### config.mk
export PLATFORM = sky130hd
export DESIGN_NAME = adcf_ctrl
export DESIGN_NICKNAME = d
export VERILOG_FILES = /design/src/adcf_pkg.sv /design/src/adcf_ctrl.sv
export SDC_FILE = /design/constraint.sdc
export NUM_CORES = 1
export LEC_CHECK = 0
export ABC_CLOCK_PERIOD_IN_PS = 3250
export BUFFER_PORTS_ARGS = -buffer_cell sky130_fd_sc_hd__buf_2
export CAP_MARGIN = 20
export CORE_MARGIN = 2
export CORE_UTILIZATION = 51
export CTS_BUF_LIST = sky130_fd_sc_hd__clkbuf_16
export DETAILED_ROUTE_END_ITERATION = 16
export PLACE_DENSITY_LB_ADDON = 0.15
export RECOVER_POWER = 50
export SLEW_MARGIN = 20
export SYNTH_ARGS = -nofsm -noshare
export SYNTH_HDL_FRONTEND = slang
export SYNTH_SLANG_ARGS = --single-unit
### constraint.sdc
create_clock -name core_clk_in -period 3.25 [get_ports core_clk_in]
set_input_delay 0.1625 -clock core_clk_in [delete_from_list [all_inputs] [get_ports core_clk_in]]
set_output_delay 0.1625 -clock core_clk_in [all_outputs]
set_load 0.1 [all_outputs]
### src/adcf_pkg.sv
// Shared constants and types of the converter control block
package adcf_pkg;

  // Register byte offsets on the bus
  localparam logic [7:0] ADCF_OFS_REF   = 8'h00;
  localparam logic [7:0] ADCF_OFS_FTC   = 8'h04;
  localparam logic [7:0] ADCF_OFS_RES_H = 8'h08;
  localparam logic [7:0] ADCF_OFS_RES_L = 8'h0C;
  localparam logic [7:0] ADCF_OFS_CTRL  = 8'h10;
  localparam logic [7:0] ADCF_OFS_STAT  = 8'h14;
  localparam logic [7:0] ADCF_OFS_CLR   = 8'h18;
  localparam logic [7:0] ADCF_OFS_IEN   = 8'h1C;

  // Field positions
  localparam int ADCF_POS_PREF    = 2;
  localparam int ADCF_POS_JUSTIFY = 7;
  localparam int ADCF_POS_ACQ     = 3;
  localparam int ADCF_POS_CLK     = 0;
  localparam int ADCF_POS_ENABLE  = 0;
  localparam int ADCF_POS_START   = 1;
  localparam int ADCF_POS_DONE    = 0;
  localparam int ADCF_POS_ABORT   = 1;

  // Values after reset
  localparam logic [7:0] ADCF_RST_BYTE = 8'h00;
  localparam logic [1:0] ADCF_RST_INT  = 2'h0;

  // Reference codes
  localparam logic [1:0] ADCF_REF_RAIL  = 2'h0;
  localparam logic [1:0] ADCF_REF_PIN   = 2'h1;
  localparam logic [1:0] ADCF_REF_FIXED = 2'h2;

  // Timing: core clock, one instruction is four core clocks
  localparam int CLK_PERIOD_NS  = 25;
  localparam int INSTR_TIME_NS  = 100;
  localparam int START_DLY_CYC  = (INSTR_TIME_NS + CLK_PERIOD_NS - 1)
                                  / CLK_PERIOD_NS;
  localparam logic [4:0] ADCF_WAIT_TADS = 5'h02;
  localparam int ADCF_RES_W = 10;

  typedef enum logic [2:0] {
    ST_IDLE, ST_START, ST_ACQ, ST_CONV, ST_WAIT
  } adcf_state_type;

endpackage

### src/adcf_ctrl.sv
// Converter control, timing and result formatting with a Wishbone slave
`timescale 1ns/1ps

// Summary of operation
// - Positive reference: 00 rail, 01 external pin, 10 fixed, 11 reserved.
// - Negative reference code 00 ground, 01 external pin; 10, 11 reserved.
// - Format bit 7 set gives right justification, clear gives left.
// - Acquisition field bits 5-3 gives 0,2,4,6,8,12,16,20 clock periods.
// - Hold capacitor stays on channel from start bit until conversion begins.
// - Clock field bits 2-0: /2,/8,/32,RC,/4,/16,/64,RC.
// - With RC clock, conversion start waits one instruction after start bit.
// - Left justified: high byte holds result bits 9 to 2.
// - Left justified: low byte bits 7-6 hold result 1-0, rest zero.
// - Right justified: high byte bits 1-0 hold result 9-8, rest zero.
// - Right justified: low byte holds result bits 7 to 0.
// - Unimplemented bits of reference and format registers read zero.
// - Hold capacitor is discharged after every conversion.
// - On completion clear start bit, set done flag, load result bytes.
// - After completion or abort wait two clock periods before reconnecting.
module adcf_ctrl
  import adcf_pkg::*;
(
  input  wire logic        core_clk_in,
  input  wire logic        rst_n_in,
  input  wire logic        wb_cyc_in,
  input  wire logic        wb_stb_in,
  input  wire logic        wb_we_in,
  input  wire logic [7:0]  wb_adr_in,
  input  wire logic [31:0] wb_dat_in,
  input  wire logic [3:0]  wb_sel_in,
  input  wire logic        rc_tick_in,
  input  wire logic        cmp_in,
  output logic      [31:0] wb_dat_out,
  output logic             wb_ack_out,
  output logic             irq_out,
  output logic      [2:0]  pos_ref_out,
  output logic      [1:0]  neg_ref_out,
  output logic             hold_connect_out,
  output logic             hold_discharge_out,
  output logic             converting_out,
  output logic      [9:0]  dac_code_out
);

  adcf_state_type   state;
  logic [1:0]       positive_ref_field;
  logic [1:0]       negative_ref_field;
  logic             justify_select;
  logic [2:0]       acquisition_delay_field;
  logic [2:0]       conversion_clock_field;
  logic             enable;
  logic             start;
  logic [7:0]       result_high_byte;
  logic [7:0]       result_low_byte;
  logic [1:0]       int_status;
  logic [1:0]       int_enable;
  logic [6:0]       div_cnt;
  logic [6:0]       div_end;
  logic             core_tick;
  logic             tad_tick;
  logic             rc_mode;
  logic [4:0]       acq_len;
  logic [4:0]       cnt;
  logic [9:0]       sar;
  logic [3:0]       idx;
  logic             last_bit;
  logic             any_done;
  logic             load_req;
  logic [9:0]       load_val;
  logic             done_ev;
  logic             abort_ev;
  logic             hw_clear_start;
  logic             req;
  logic             wr;
  logic             stop;
  logic [9:0]       fill_res;
  logic [31:0]      next_rdata;

  // Bus request and write qualifier; write lands at the ack edge
  assign req = wb_cyc_in & wb_stb_in;
  assign wr  = req & wb_we_in & wb_ack_out & wb_sel_in[0];

  // Clock divider select, RC codes use the oscillator tick
  assign rc_mode = (conversion_clock_field[1:0] == 2'h3);
  always_comb begin
    case (conversion_clock_field)
      3'h0:    div_end = 7'h01;
      3'h1:    div_end = 7'h07;
      3'h2:    div_end = 7'h1F;
      3'h4:    div_end = 7'h03;
      3'h5:    div_end = 7'h0F;
      3'h6:    div_end = 7'h3F;
      default: div_end = 7'h01;
    endcase
  end

  // Acquisition length in conversion clock periods
  always_comb begin
    case (acquisition_delay_field)
      3'h0:    acq_len = 5'h00;
      3'h1:    acq_len = 5'h02;
      3'h2:    acq_len = 5'h04;
      3'h3:    acq_len = 5'h06;
      3'h4:    acq_len = 5'h08;
      3'h5:    acq_len = 5'h0C;
      3'h6:    acq_len = 5'h10;
      default: acq_len = 5'h14;
    endcase
  end

  // Free running divider; first period after a start may be short
  always_ff @(posedge core_clk_in or negedge rst_n_in) begin
    if (!rst_n_in) begin
      div_cnt <= 7'h00;
    end else if (core_tick) begin
      div_cnt <= 7'h00;
    end else begin
      div_cnt <= div_cnt + 7'h01;
    end
  end

  assign core_tick = (div_cnt >= div_end);
  assign tad_tick  = rc_mode ? rc_tick_in : core_tick;

  // Abort when software drops start or enable while busy
  assign stop = ~start | ~enable;

  // Partial result: undecided bits copy the last decided bit
  genvar gi;
  generate
    for (gi = 0; gi < ADCF_RES_W; gi = gi + 1) begin : g_fill
      assign fill_res[gi] = (gi <= idx) ? (any_done & last_bit)
                                        : sar[gi];
    end
  endgenerate

  // Sequencer: delay, acquisition, conversion, discharge wait
  always_ff @(posedge core_clk_in or negedge rst_n_in) begin
    if (!rst_n_in) begin
      state          <= ST_IDLE;
      cnt            <= 5'h00;
      sar            <= 10'h000;
      idx            <= 4'h0;
      last_bit       <= 1'b0;
      any_done       <= 1'b0;
      load_req       <= 1'b0;
      load_val       <= 10'h000;
      done_ev        <= 1'b0;
      abort_ev       <= 1'b0;
      hw_clear_start <= 1'b0;
    end else begin
      load_req       <= 1'b0;
      done_ev        <= 1'b0;
      abort_ev       <= 1'b0;
      hw_clear_start <= 1'b0;
      case (state)
        ST_IDLE: begin
          if (start && enable && !hw_clear_start) begin
            if (rc_mode) begin
              state <= ST_START;
              cnt   <= 5'(START_DLY_CYC - 1);
            end else if (acq_len == 5'h00) begin
              state    <= ST_CONV;
              sar      <= 10'h200;
              idx      <= 4'h9;
              any_done <= 1'b0;
            end else begin
              state <= ST_ACQ;
              cnt   <= acq_len;
            end
          end
        end
        ST_START: begin
          if (stop) begin
            state    <= ST_WAIT;
            cnt      <= ADCF_WAIT_TADS;
            abort_ev <= 1'b1;
          end else if (cnt != 5'h00) begin
            cnt <= cnt - 5'h01;
          end else if (acq_len == 5'h00) begin
            state    <= ST_CONV;
            sar      <= 10'h200;
            idx      <= 4'h9;
            any_done <= 1'b0;
          end else begin
            state <= ST_ACQ;
            cnt   <= acq_len;
          end
        end
        ST_ACQ: begin
          if (stop) begin
            state    <= ST_WAIT;
            cnt      <= ADCF_WAIT_TADS;
            abort_ev <= 1'b1;
          end else if (tad_tick) begin
            if (cnt == 5'h01) begin
              state    <= ST_CONV;
              sar      <= 10'h200;
              idx      <= 4'h9;
              any_done <= 1'b0;
            end else begin
              cnt <= cnt - 5'h01;
            end
          end
        end
        ST_CONV: begin
          if (stop) begin
            // Partial sample still goes to the result bytes
            state    <= ST_WAIT;
            cnt      <= ADCF_WAIT_TADS;
            load_req <= 1'b1;
            load_val <= fill_res;
            abort_ev <= 1'b1;
          end else if (tad_tick && dac_code_out == sar) begin
            // Trial code output lags one cycle; never judge a stale code
            sar[idx] <= cmp_in;
            last_bit <= cmp_in;
            any_done <= 1'b1;
            if (idx == 4'h0) begin
              state          <= ST_WAIT;
              cnt            <= ADCF_WAIT_TADS;
              load_req       <= 1'b1;
              load_val       <= {sar[9:1], cmp_in};
              done_ev        <= 1'b1;
              hw_clear_start <= 1'b1;
            end else begin
              sar[idx - 4'h1] <= 1'b1;
              idx             <= idx - 4'h1;
            end
          end
        end
        ST_WAIT: begin
          if (tad_tick) begin
            if (cnt <= 5'h01) begin
              state <= ST_IDLE;
            end else begin
              cnt <= cnt - 5'h01;
            end
          end
        end
        default: begin
          state <= ST_IDLE;
        end
      endcase
    end
  end

  // Configuration registers; reserved reference codes are stored as written
  always_ff @(posedge core_clk_in or negedge rst_n_in) begin
    if (!rst_n_in) begin
      positive_ref_field      <= 2'h0;
      negative_ref_field      <= 2'h0;
      justify_select          <= 1'b0;
      acquisition_delay_field <= 3'h0;
      conversion_clock_field  <= 3'h0;
    end else if (wr && wb_adr_in == ADCF_OFS_REF) begin
      positive_ref_field <= wb_dat_in[ADCF_POS_PREF +: 2];
      negative_ref_field <= wb_dat_in[1:0];
    end else if (wr && wb_adr_in == ADCF_OFS_FTC) begin
      justify_select          <= wb_dat_in[ADCF_POS_JUSTIFY];
      acquisition_delay_field <= wb_dat_in[ADCF_POS_ACQ +: 3];
      conversion_clock_field  <= wb_dat_in[ADCF_POS_CLK +: 3];
    end
  end

  // Control: hardware clear of start beats a same cycle write
  always_ff @(posedge core_clk_in or negedge rst_n_in) begin
    if (!rst_n_in) begin
      enable <= 1'b0;
      start  <= 1'b0;
    end else begin
      if (wr && wb_adr_in == ADCF_OFS_CTRL) begin
        enable <= wb_dat_in[ADCF_POS_ENABLE];
        start  <= wb_dat_in[ADCF_POS_START];
      end
      if (hw_clear_start) begin
        start <= 1'b0;
      end
    end
  end

  // Result bytes: conversion load wins over a software write
  always_ff @(posedge core_clk_in or negedge rst_n_in) begin
    if (!rst_n_in) begin
      result_high_byte <= ADCF_RST_BYTE;
      result_low_byte  <= ADCF_RST_BYTE;
    end else if (load_req) begin
      if (justify_select) begin
        result_high_byte <= {6'h00, load_val[9:8]};
        result_low_byte  <= load_val[7:0];
      end else begin
        result_high_byte <= load_val[9:2];
        result_low_byte  <= {load_val[1:0], 6'h00};
      end
    end else if (wr && wb_adr_in == ADCF_OFS_RES_H) begin
      result_high_byte <= wb_dat_in[7:0];
    end else if (wr && wb_adr_in == ADCF_OFS_RES_L) begin
      result_low_byte <= wb_dat_in[7:0];
    end
  end

  // Sticky events; a new event wins over a clear in the same cycle
  always_ff @(posedge core_clk_in or negedge rst_n_in) begin
    if (!rst_n_in) begin
      int_status <= ADCF_RST_INT;
      int_enable <= ADCF_RST_INT;
    end else begin
      int_status <= (int_status
                     & ~((wr && wb_adr_in == ADCF_OFS_CLR)
                         ? wb_dat_in[1:0] : 2'h0))
                    | {abort_ev, done_ev};
      if (wr && wb_adr_in == ADCF_OFS_IEN) begin
        int_enable <= wb_dat_in[1:0];
      end
    end
  end

  // Read mux; unimplemented bits and unmapped offsets read zero
  always_comb begin
    next_rdata = 32'h0000_0000;
    case (wb_adr_in)
      ADCF_OFS_REF: begin
        next_rdata[3:0] = {positive_ref_field, negative_ref_field};
      end
      ADCF_OFS_FTC: begin
        next_rdata[7:0] = {justify_select, 1'b0,
                           acquisition_delay_field,
                           conversion_clock_field};
      end
      ADCF_OFS_RES_H: next_rdata[7:0] = result_high_byte;
      ADCF_OFS_RES_L: next_rdata[7:0] = result_low_byte;
      ADCF_OFS_CTRL:  next_rdata[1:0] = {start, enable};
      ADCF_OFS_STAT:  next_rdata[1:0] = int_status;
      ADCF_OFS_IEN:   next_rdata[1:0] = int_enable;
      default:        next_rdata = 32'h0000_0000;
    endcase
  end

  // One wait state ack, dropped the cycle after it was given
  always_ff @(posedge core_clk_in or negedge rst_n_in) begin
    if (!rst_n_in) begin
      wb_ack_out <= 1'b0;
      wb_dat_out <= 32'h0000_0000;
    end else begin
      wb_ack_out <= req & ~wb_ack_out;
      if (req && !wb_ack_out) begin
        wb_dat_out <= next_rdata;
      end
    end
  end

  // Analog steering outputs, reserved codes select nothing
  always_ff @(posedge core_clk_in or negedge rst_n_in) begin
    if (!rst_n_in) begin
      pos_ref_out <= 3'h0;
      neg_ref_out <= 2'h0;
    end else begin
      pos_ref_out <= {positive_ref_field == ADCF_REF_FIXED,
                      positive_ref_field == ADCF_REF_PIN,
                      positive_ref_field == ADCF_REF_RAIL};
      neg_ref_out <= {negative_ref_field == ADCF_REF_PIN,
                      negative_ref_field == ADCF_REF_RAIL};
    end
  end

  // Hold switch, discharge, trial code and interrupt level
  always_ff @(posedge core_clk_in or negedge rst_n_in) begin
    if (!rst_n_in) begin
      hold_connect_out   <= 1'b0;
      hold_discharge_out <= 1'b0;
      converting_out     <= 1'b0;
      dac_code_out       <= 10'h000;
      irq_out            <= 1'b0;
    end else begin
      hold_connect_out   <= (state == ST_IDLE) | (state == ST_START)
                            | (state == ST_ACQ);
      hold_discharge_out <= (state == ST_WAIT);
      converting_out     <= (state == ST_CONV);
      dac_code_out       <= sar;
      irq_out            <= |(int_status & int_enable);
    end
  end

endmodule // adcf_ctrl

# Word-level counts from Yosys, hierarchy flattened
# Cells that the tools add are included.
dict set report word_totals {
  mem_bits_ro 0
  elab_cells 261
  input_bits 51
  memories 0
  register_bits 105
  latchBits 0
  ramBits 0
}
dict set report classes {
  n_mux 105
  n_reduce_logical 40
  n_div 0
  shifts 0
  n_bitwise 19
  eq_ne 48
  magnitude_cmp 15
  multipliers 0
  add_sub_neg 3
}
# operator count
set op_table {}
lappend op_table {{10-bit two-way mux} 14}
lappend op_table {{5-bit two-way mux} 13}
lappend op_table {{8-bit two-way mux} 7}
lappend op_table {{4-bit two-way mux} 11}
lappend op_table {{10-bit one-hot mux with 4 select lines} 1}
lappend op_table {{5-bit one-hot mux with 7 select lines} 1}
lappend op_table {{1-bit two-way mux} 33}
lappend op_table {{3-bit two-way mux} 11}
lappend op_table {{8-bit by 5-bit equality test with 1-bit output, second input constant} 4}
lappend op_table {{6-bit one-hot mux with 5 select lines} 1}
lappend op_table {{2-bit inequality test, second input constant} 14}
lappend op_table {{5-bit one-hot mux with 5 select lines} 1}
lappend op_table {{3-bit equality test, second input constant} 7}
lappend op_table {{3-bit inequality test, second input constant} 6}
lappend op_table {{8-bit by 4-bit equality test with 1-bit output, second input constant} 2}
lappend op_table {{3-bit by 4-bit less-or-equal comparator with 1-bit output, first input constant} 4}
lappend op_table {{4-bit one-hot mux with 4 select lines} 1}
lappend op_table {{8-bit AND reduction} 2}
lappend op_table {{3-bit by 2-bit equality test with 1-bit output, second input constant} 5}
lappend op_table {{3-bit one-hot mux with 5 select lines} 1}
lappend op_table {{2-bit one-hot mux with 7 select lines} 1}
lappend op_table {{1-bit logical AND} 13}
lappend op_table {{4-bit one-hot mux with 3 select lines} 1}
lappend op_table {{11-bit AND reduction} 1}
lappend op_table {{43 further kinds} 75}

# Logic depth before layout (Yosys ltp)
# Gate-level depths: netlist (run 1).
dict set report depth {
  word_depth 10
  ltp_mapped 13
  depth_no_buf 12
}

# Worst setup path before layout (run 1)
# OpenSTA, ideal clock, no wires.
dict set report synth_timing {
  path_kind {reg-to-reg}
  start {register conversion_clock_field[1]}
  end {register load_val[1]}
  arrival_time_ns 2.638
  setup_ns 0.128
  path_buffers 1
  required_time_ns 3.122
  period_less_slack_ns 2.766
  setup_slack_ns 0.484
  path_stages_with_launch 14
  cell_sequence {dfrtp_1 > inv_1 > ha_1 > nand2b_1 > nand3_1 > o221ai_1 > ha_1 > a21o_1 > a2111oi_4 > nand2_1 > nand4_1 > a21oi_1 > buf_4 > mux2_1}
}
dict set report synth_between {
  elab_chain_len 7
}
# element line_no
set synth_rtl {}
lappend synth_rtl {{from (decl)} adcf_ctrl.sv:49} ;# logic [2:0] conversion_clock_field;
lappend synth_rtl {{from (signal assigned)} adcf_ctrl.sv:261} ;# conversion_clock_field <= wb_dat_in[ADCF_POS_CLK +: 3];
lappend synth_rtl {{3-bit equality test, or another cell as far along} adcf_ctrl.sv:85} ;# case (conversion_clock_field)
lappend synth_rtl {{6-bit one-hot mux with 5 select lines} adcf_ctrl.sv:85}
lappend synth_rtl {{7-bit greater-or-equal comparator} adcf_ctrl.sv:121} ;# assign core_tick = (div_cnt >= div_end);
lappend synth_rtl {{1-bit two-way mux (*)} adcf_ctrl.sv:122} ;# assign tad_tick = rc_mode ? rc_tick_in : core_tick;
lappend synth_rtl {{1-bit logical AND (*)} adcf_ctrl.sv:213} ;# end else if (tad_tick && dac_code_out == sar) begin
lappend synth_rtl {{2-bit nonzero test (no line) (*)} --}
lappend synth_rtl {{3-bit AND reduction (no line) (*)} --}
lappend synth_rtl {{to (signal assigned)} adcf_ctrl.sv:211} ;# load_val <= fill_res;
lappend synth_rtl {{to (signal assigned)} adcf_ctrl.sv:222} ;# load_val <= {sar[9:1], cmp_in};
lappend synth_rtl {{to (decl)} adcf_ctrl.sv:68} ;# logic [9:0] load_val;
# Mark *: on every way between the ends. The rest lies on a longest branch, timed or not.
# A chain may end at the register's enable or synchronous reset.

# Worst setup path after layout (run 1)
dict set report layout_timing {
  start {register conversion_clock_field[0]}
  end {register sar[5]}
}
dict set report layout_between {
  elab_chain_len 7
}
# element line_no
set layout_rtl {}
lappend layout_rtl {{3-bit equality test, or another cell as far along} adcf_ctrl.sv:85}
lappend layout_rtl {{6-bit one-hot mux with 5 select lines} adcf_ctrl.sv:85}
lappend layout_rtl {{7-bit greater-or-equal comparator} adcf_ctrl.sv:121}
lappend layout_rtl {{1-bit two-way mux} adcf_ctrl.sv:122}
lappend layout_rtl {{1-bit logical AND} adcf_ctrl.sv:213}
lappend layout_rtl {{2-bit inequality test (no line)} --}
lappend layout_rtl {{10-bit AND reduction (no line) (*)} --}
lappend layout_rtl {{to (signal, indexed assignment)} adcf_ctrl.sv:215} ;# sar[idx] <= cmp_in;
lappend layout_rtl {{to (decl)} adcf_ctrl.sv:63} ;# logic [9:0] sar;
# Marked as above.

==> results.md, run 1 <==
* Outcome: finished with violations
* Violated checks: capacitance limit, slew limit
* Post-synth EDFFs at 0
* Main combinational cell family by area after synthesis: compound AO/OA/AOI/OAI gates
* Crit share post-route at 0.9187
* Pre-CTS setup slack at 0.02750 ns
* Seq cells post-synth at 105
* CORE AREA at 11,910 µm²
* Starting Density at 0.5197
* Synth cell types at 77
* Clk slew on worst S/H paths at 0.07 ns
* # diodes at 0
* Hold path start: wb_dat_in[4]
* Slew at the pin closest to its max-slew limit at 2.012 ns
* Multiplexer area fraction after synthesis at 0.07559
* Clk root buf: clkbuf_16
* Vias at 4,986
* CTS tree: done
* CP endpoint kind: register
* Routability cong. at 0.8975
* LEAKAGE at 3.121 nW
* F_max at 0.3349 GHz
* Clk_skew at 0.007647 ns
* Final design utilization at 0.5685
* DRC at 0
* Die H at 114.2 µm
* Fin nets at 761
* IO Port Bufs at 51
* Commonest non-fill, non-tap cell in the layout: dfrtp_1
* DRT Pass-1 Iters at 5
* Primary FF master, synth: dfrtp_1
* CTS sink count at 105
* Fraction of registers with async set/reset at 1.000
* DR iter-0 viols at 370
* CTS H-tree lvls at 3
* Max_cap viols at 1
* TNS Setup at 0 ns
* Slew Viols, Final at 84
* Post-Syn Area per Cell at 9.495 µm²
* Synth Instances at 652
* Clock latency on the worst-skew pair at 0.36 ns
* Startpoint types: register
* Worst-path maximum fanout at 7
* CP arrival at 3.29 ns
* Post-CTS setup buffers at 0
* Overall routing resource usage at 0.2376
* VDD IR max at 0.2844 mV
* Final instance area at 6771 µm²
* Synth Area in Simple Gates at 0.1750
* Ports at 103
* Largest net degree at the start of global routing at 84
* First-pass GRT wire length at 24,390 µm
* Worst Setup Path Type: reg2reg
* Post-Synth Adder-Cell Area at 0.03436
* Post-Syn Area at 6191 µm²
* WHS Endpoint: acquisition_delay_field[1]$_DFFE_PN0P_
* Post-route ant nets at 0
* Fin worst setup slack at 0.2643 ns
* GRT Residual Overflow at 0
* Antenna violations before repair at 0
* Vias/cell at 5.908
* Vias in the first global route at 4,789
* Post-Synth XOR/XNOR Area at 0.02122
* Leading cell types in the layout, fill and taps excluded: 105 x dfrtp_1, 61 x nand2_1, 56 x o21ai_0
* Hpwl dp at 10,790 µm
* R2R depth at 12
* Placed Area at 6500 µm²
* YS warnings at 0
* Maximum clock insertion buffer count at 2
* Share of cells above drive strength 1 at 0.1578
* Power density over the cells at 709.1 nW/µm²
* Minimum clock period at 2.986 ns
* Worst slew margin at -0.3411
* Routed len/inst at 17.71 µm
* RSZ-0062 raised after global routing: no
* R2R Path Start: conversion_clock_field[0]$_DFFE_PN0P_
* Row count at 40
* Total wire length at 14,950 µm
* Overall Power at 4.802 mW
* Final Hold Fails at 0
* Area delta synth->final at 9.377%
* Final setup vio count at 0
* Chip width at 114.2 µm
* Hold path depth at 2
* Register area share after synthesis at 0.4244
* CTS buffer count at 9
* Post-synthesis compound-gate area fraction at 0.2031
* Die Area at 13,040 µm²
* WP data required at 3.55 ns
* Hold WC Path Type: in2reg
* Worst R2R End: sar[5]$_DFFE_PN0P_
* Internal reg-to-reg setup slack at 0.26 ns
## worst max-delay path, stage by stage (launching register included)
cell and delay (ns):
dfrtp_1 0.44, inv_1 0.14, ha_1 0.21, o21a_1 0.14, o221ai_1 0.13, ha_1 0.21
a21o_1 0.19, a2111oi_4 0.44, nand2_1 0.17, buf_4 0.19, a22oi_2 0.28, or2_4 0.22
o211a_1 0.16
## routing by layer
metal,routed length [µm],up-vias,track usage
li1,-,2392,-
met1,6677,2401,0.3190
met2,7165,168,0.3905
met3,753,25,0.03229
met4,350,0,0.09675
met5,0,-,0
## cell usage after synthesis (all sizes together), types with 7 or more instances
library cell	count	area [µm²]
nor2b	17	106.4
mux2	32	360.4
and2	9	56.31
a21oi	50	254.0
xnor2	12	105.1
buf	38	249.0
nand3	18	95.09
a22o	7	61.31
o31ai	11	82.58
o21ai	56	280.3
nor3	17	106.4
ha	17	212.7
a21o	9	67.56
nand2	62	235.2
inv	20	75.07
nor2	39	153.9
dfrtp	105	2628
clkbuf	22	82.58
nand2b	9	56.30
nand4	8	56.30
## layout make-up
type                       instances  area, µm²
clock buffer                       9      225.2
clock inverter                     6      45.04
fill                            1079       5140
inverter                          20      75.07
multi-input combinational        490       3254
sequential                       105       2628
tap                              147      183.9
timing repair buffer              67      360.3
## repair_timing
| action | in CTS | in global routing |
|---|---|---|
| pin swaps | 0 | 0 |
| setup endpoints to repair | 1 | 7 |
| hold buffers | 0 | 1 |
| endpoints found under the hold margin | 0 | 82 |
| resized for setup | 1 | 2 |
## metrics by stage
| stage | instances | hold slack (ns) |
|---|---|---|
| 3_5_place_dp | 828 | 0.4128 |
| 5_1_grt | 844 | 0.05662 |
| 4_1_cts | 843 | 0.02962 |
| 2_1_floorplan | 675 | -0.1331 |
| 6_report | 844 | 0.04943 |
| 3_3_place_gp | 828 | 0.4000 |
## sequential cells by signal, summed over array words and instances, names as in the netlist, 4 cells and up
| signal | cells |
|---|---|
| cnt | 5 |
| dac_code_out | 10 |
| div_cnt | 7 |
| idx | 4 |
| load_val | 10 |
| result_high_byte | 8 |
| result_low_byte | 8 |
| sar | 10 |
| wb_dat_out | 8 |
## kinds of logic (layout without fill, tap and decap cells)
family                   after synthesis  after routing
AO/OA/AOI/OAI                        189            189
other                                  1             24
multiplexers                          39             39
AND/OR/NAND/NOR                      206            206
buffers and inverters                 80            102
flip-flops                           105            105
XOR/XNOR                              15             15
adder cells (fa/ha/maj)               17             17
## how the worst max path moves through the flow
stage | slack [ns] | endpoint | startpoint
floorplan | 0.48 | load_val[1]$_DFFE_PN0P_ | conversion_clock_field[1]$_DFFE_PN0P_
global placement | 0.18 | load_val[0]$_DFFE_PN0P_ | conversion_clock_field[0]$_DFFE_PN0P_
detailed placement | 0.03 | load_val[0]$_DFFE_PN0P_ | conversion_clock_field[0]$_DFFE_PN0P_
CTS | 0.06 | sar[5]$_DFFE_PN0P_ | conversion_clock_field[0]$_DFFE_PN0P_
global route | 0.07 | sar[5]$_DFFE_PN0P_ | conversion_clock_field[0]$_DFFE_PN0P_
finish | 0.26 | sar[5]$_DFFE_PN0P_ | conversion_clock_field[0]$_DFFE_PN0P_
## report_power, final
group	internal, mW	leakage [nW]	switching (mW)
sequential	1.53	1.39	0.246
clock	0.518	0.129	0.507
combinational	0.667	1.60	1.34
No activity file was read; power rests on OpenSTA's default activity.
==> inputs of run 2 (changes only) <==
MAX_ROUTING_LAYER = met4   (was default)
==> results.md, run 2 (same netlist as run 1, synthesis figures left out) <==
* Max_cap viols at 1 (unchanged)
* Power density over the cells at 721.5 nW/µm² (was 709.1 nW/µm²)
* Die Area at 13,040 µm² (unchanged)
* CORE AREA at 11,910 µm² (unchanged)
* Area delta synth->final at 9.964% (was 9.377%)
* Clock latency on the worst-skew pair at 0.36 ns (about the same)
* F_max at 0.3341 GHz (was 0.3349 GHz)
* WP buf/inv at 2 (unchanged)
* Vias at 5,056 (was 4,986)
* DR iter-0 viols at 444 (was 370)
* Chip width at 114.2 µm (unchanged)
* CP endpoint kind: register (unchanged)
* Worst Setup Path Type: reg2reg (unchanged)
* Antenna violations before repair at 0 (unchanged)
* Final setup vio count at 0 (unchanged)
* CTS sink count at 105 (unchanged)
* Maximum clock insertion buffer count at 2 (unchanged)
* Overall Power at 4.912 mW (was 4.802 mW)
* Clk root buf: clkbuf_16 (unchanged)
* Startpoint types: register (unchanged)
* Slew Viols, Final at 88 (was 84)
* Outcome: finished with violations (unchanged)
* Clk slew on worst S/H paths at 0.08 ns (was 0.07 ns)
* Row count at 40 (unchanged)
* Final instance area at 6808 µm² (was 6771 µm²)
* Post-route ant nets at 0 (unchanged)
* VDD IR max at 0.3015 mV (was 0.2844 mV)
* # diodes at 0 (unchanged)
* Crit share post-route at 0.9210 (was 0.9187)
* Die H at 114.2 µm (unchanged)
* Hpwl dp at 10,800 µm (was 10,790 µm)
* Filler Cells Inserted at 1,071 (was 1,079)
* Violated checks: capacitance limit, slew limit (unchanged)
* IO Port Bufs at 51 (unchanged)
* Minimum clock period at 2.993 ns (was 2.986 ns)
* Slew at the pin closest to its max-slew limit at 2.160 ns (was 2.012 ns)
* Top Registers: dac_code_out: 10 flops, load_val: 10 flops, sar: 10 flops (unchanged)
* Worst slew margin at -0.4401 (was -0.3411)
* CTS tree: done (unchanged)
* Clock power share at 0.231 (was 0.213)
* Starting Density at 0.5197 (unchanged)
* Commonest non-fill, non-tap cell in the layout: dfrtp_1 (unchanged)
* Ports at 103 (unchanged)
* RSZ-0062 raised after global routing: no (unchanged)
* TNS Setup at 0 ns (unchanged)
* Hold WC Path Type: in2reg (unchanged)
* Crit path largest cell delay at 0.44 ns (about the same)
* Fin nets at 761 (unchanged)
* Pint at 2.802 mW (was 2.713 mW)
* Switching share of power at 0.4295 (was 0.4349)
* CTS H-tree lvls at 3 (unchanged)
* Clk_skew at 0.009884 ns (was 0.007647 ns)
* Cell mode on critical path: ha_1 (unchanged)
* DRT Pass-1 Iters at 5 (unchanged)
* GRT Residual Overflow at 0 (unchanged)
* Vias in the first global route at 4,758 (was 4,789)
* Reg area at 2628 µm² (unchanged)
* Slowest cell on crit path: a2111oi_4 (was dfrtp_1)
* Top delay family on crit path: compound AO/OA/AOI/OAI gates (unchanged)
* Final Hold Fails at 0 (unchanged)
* Switch Pwr at 2.110 mW (was 2.088 mW)
* Routed len/inst at 17.78 µm (was 17.71 µm)
* Area occupied by multi-input gates at 3254 µm² (unchanged)
* DRC at 0 (unchanged)
* Logic pwr share at 0.408 (was 0.417)
* CP arrival at 3.29 ns (about the same)
* Placed Area at 6500 µm² (unchanged)
* WP data required at 3.55 ns (about the same)
* First-pass GRT wire length at 24,140 µm (was 24,390 µm)
* Leading cell types in the layout, fill and taps excluded: 105 x dfrtp_1, 61 x nand2_1, 56 x o21ai_0 (unchanged)
* Worst-path maximum fanout at 7 (unchanged)
* CTS buffer count at 9 (unchanged)
* Sequential share of power at 0.361 (was 0.370)
* LEAKAGE at 3.159 nW (was 3.121 nW)
* Routability cong. at 0.9357 (was 0.8975)
* Share of cells above drive strength 1 at 0.1648 (was 0.1578)
* Vias/cell at 5.983 (was 5.908)
* Largest net degree at the start of global routing at 88 (was 84)
* Total wire length at 15,020 µm (was 14,950 µm)
* Worst path cell trace: inv_1 -> ha_1 -> nand2b_1 -> nand3_1 -> o221ai_1 -> ha_1 -> a21o_1 -> a2111oi_4 -> nand2_1 -> buf_4 -> a22oi_2 -> or2_4 -> o211a_1 (was inv_1 -> ha_1 -> o21a_1 -> o221ai_1 -> ha_1 -> a21o_1 -> a2111oi_4 -> nand2_1 -> buf_4 -> a22oi_2 -> or2_4 -> o211a_1)
* Overall routing resource usage at 0.2430 (was 0.2376)
## run 2: per-layer routing
layer  share of wire  global-route usage
met1            0.43              0.3133
met5               0                   -
met4           0.028             0.09512
met3           0.064             0.04500
met2            0.48              0.3821
## run 2: worst paths after layout
path	from	end	cells after the start	slack, ns
max in group asynchronous	rst_n_in	result_low_byte[5]$_DFFE_PN0P_	2	1.02
min reg2reg	sar[0]$_DFFE_PN0P_	dac_code_out[0]$_DFF_PN0_	0	0.43
min	wb_dat_in[7]	justify_select$_DFFE_PN0P_	2	0.05
max reg2reg	conversion_clock_field[1]$_DFFE_PN0P_	sar[5]$_DFFE_PN0P_	13	0.26
min in group asynchronous	rst_n_in	int_status[1]$_DFF_PN0_	2	0.99
max	conversion_clock_field[1]$_DFFE_PN0P_	sar[5]$_DFFE_PN0P_	13	0.26
## run 2: what timing repair did
item / 4_1_cts / 5_1_grt
setup endpoints to repair: 0 / 17
gates resized for setup: 0 / 3
hold buffers: 0 / 1
buffers inserted: 0 / 0
endpoints found under the hold margin: 0 / 86
## run 2: layout make-up
| type | count | share of cell area |
|---|---|---|
| Clock inverter | 7 | 0.01121 |
| Inverter | 20 | 0.01103 |
| Timing Repair Buffer | 67 | 0.05367 |
| Sequential cell | 105 | 0.3860 |
| Clock buffer | 9 | 0.03308 |
| Tap cell | 147 | 0.02702 |
| Multi-Input combinational cell | 490 | 0.4780 |
## run 2: power groups by stage
stage | Clock (mW) | Combinational [mW] | Sequential (mW)
after global placement | 0 | 1.94 | 1.78
after detailed placement | 0 | 1.97 | 1.79
after global routing | 1.21 | 2.18 | 1.81
final | 1.13 | 2.01 | 1.77
after CTS | 1.15 | 1.98 | 1.77
after floorplan | 0 | 1.40 | 1.88
## run 2: per-stage QoR
step           hold slack (ns)  instances  setup WS, ns    util
2_1_floorplan          -0.1331        675        0.4844       -
3_3_place_gp            0.4111        828        0.1892  0.5457
3_5_place_dp            0.4086        828       0.03449  0.5457
4_1_cts                0.04035        844       0.02144  0.5710
5_1_grt                0.05033        845       0.05780  0.5715
6_report               0.04839        845        0.2566  0.5715
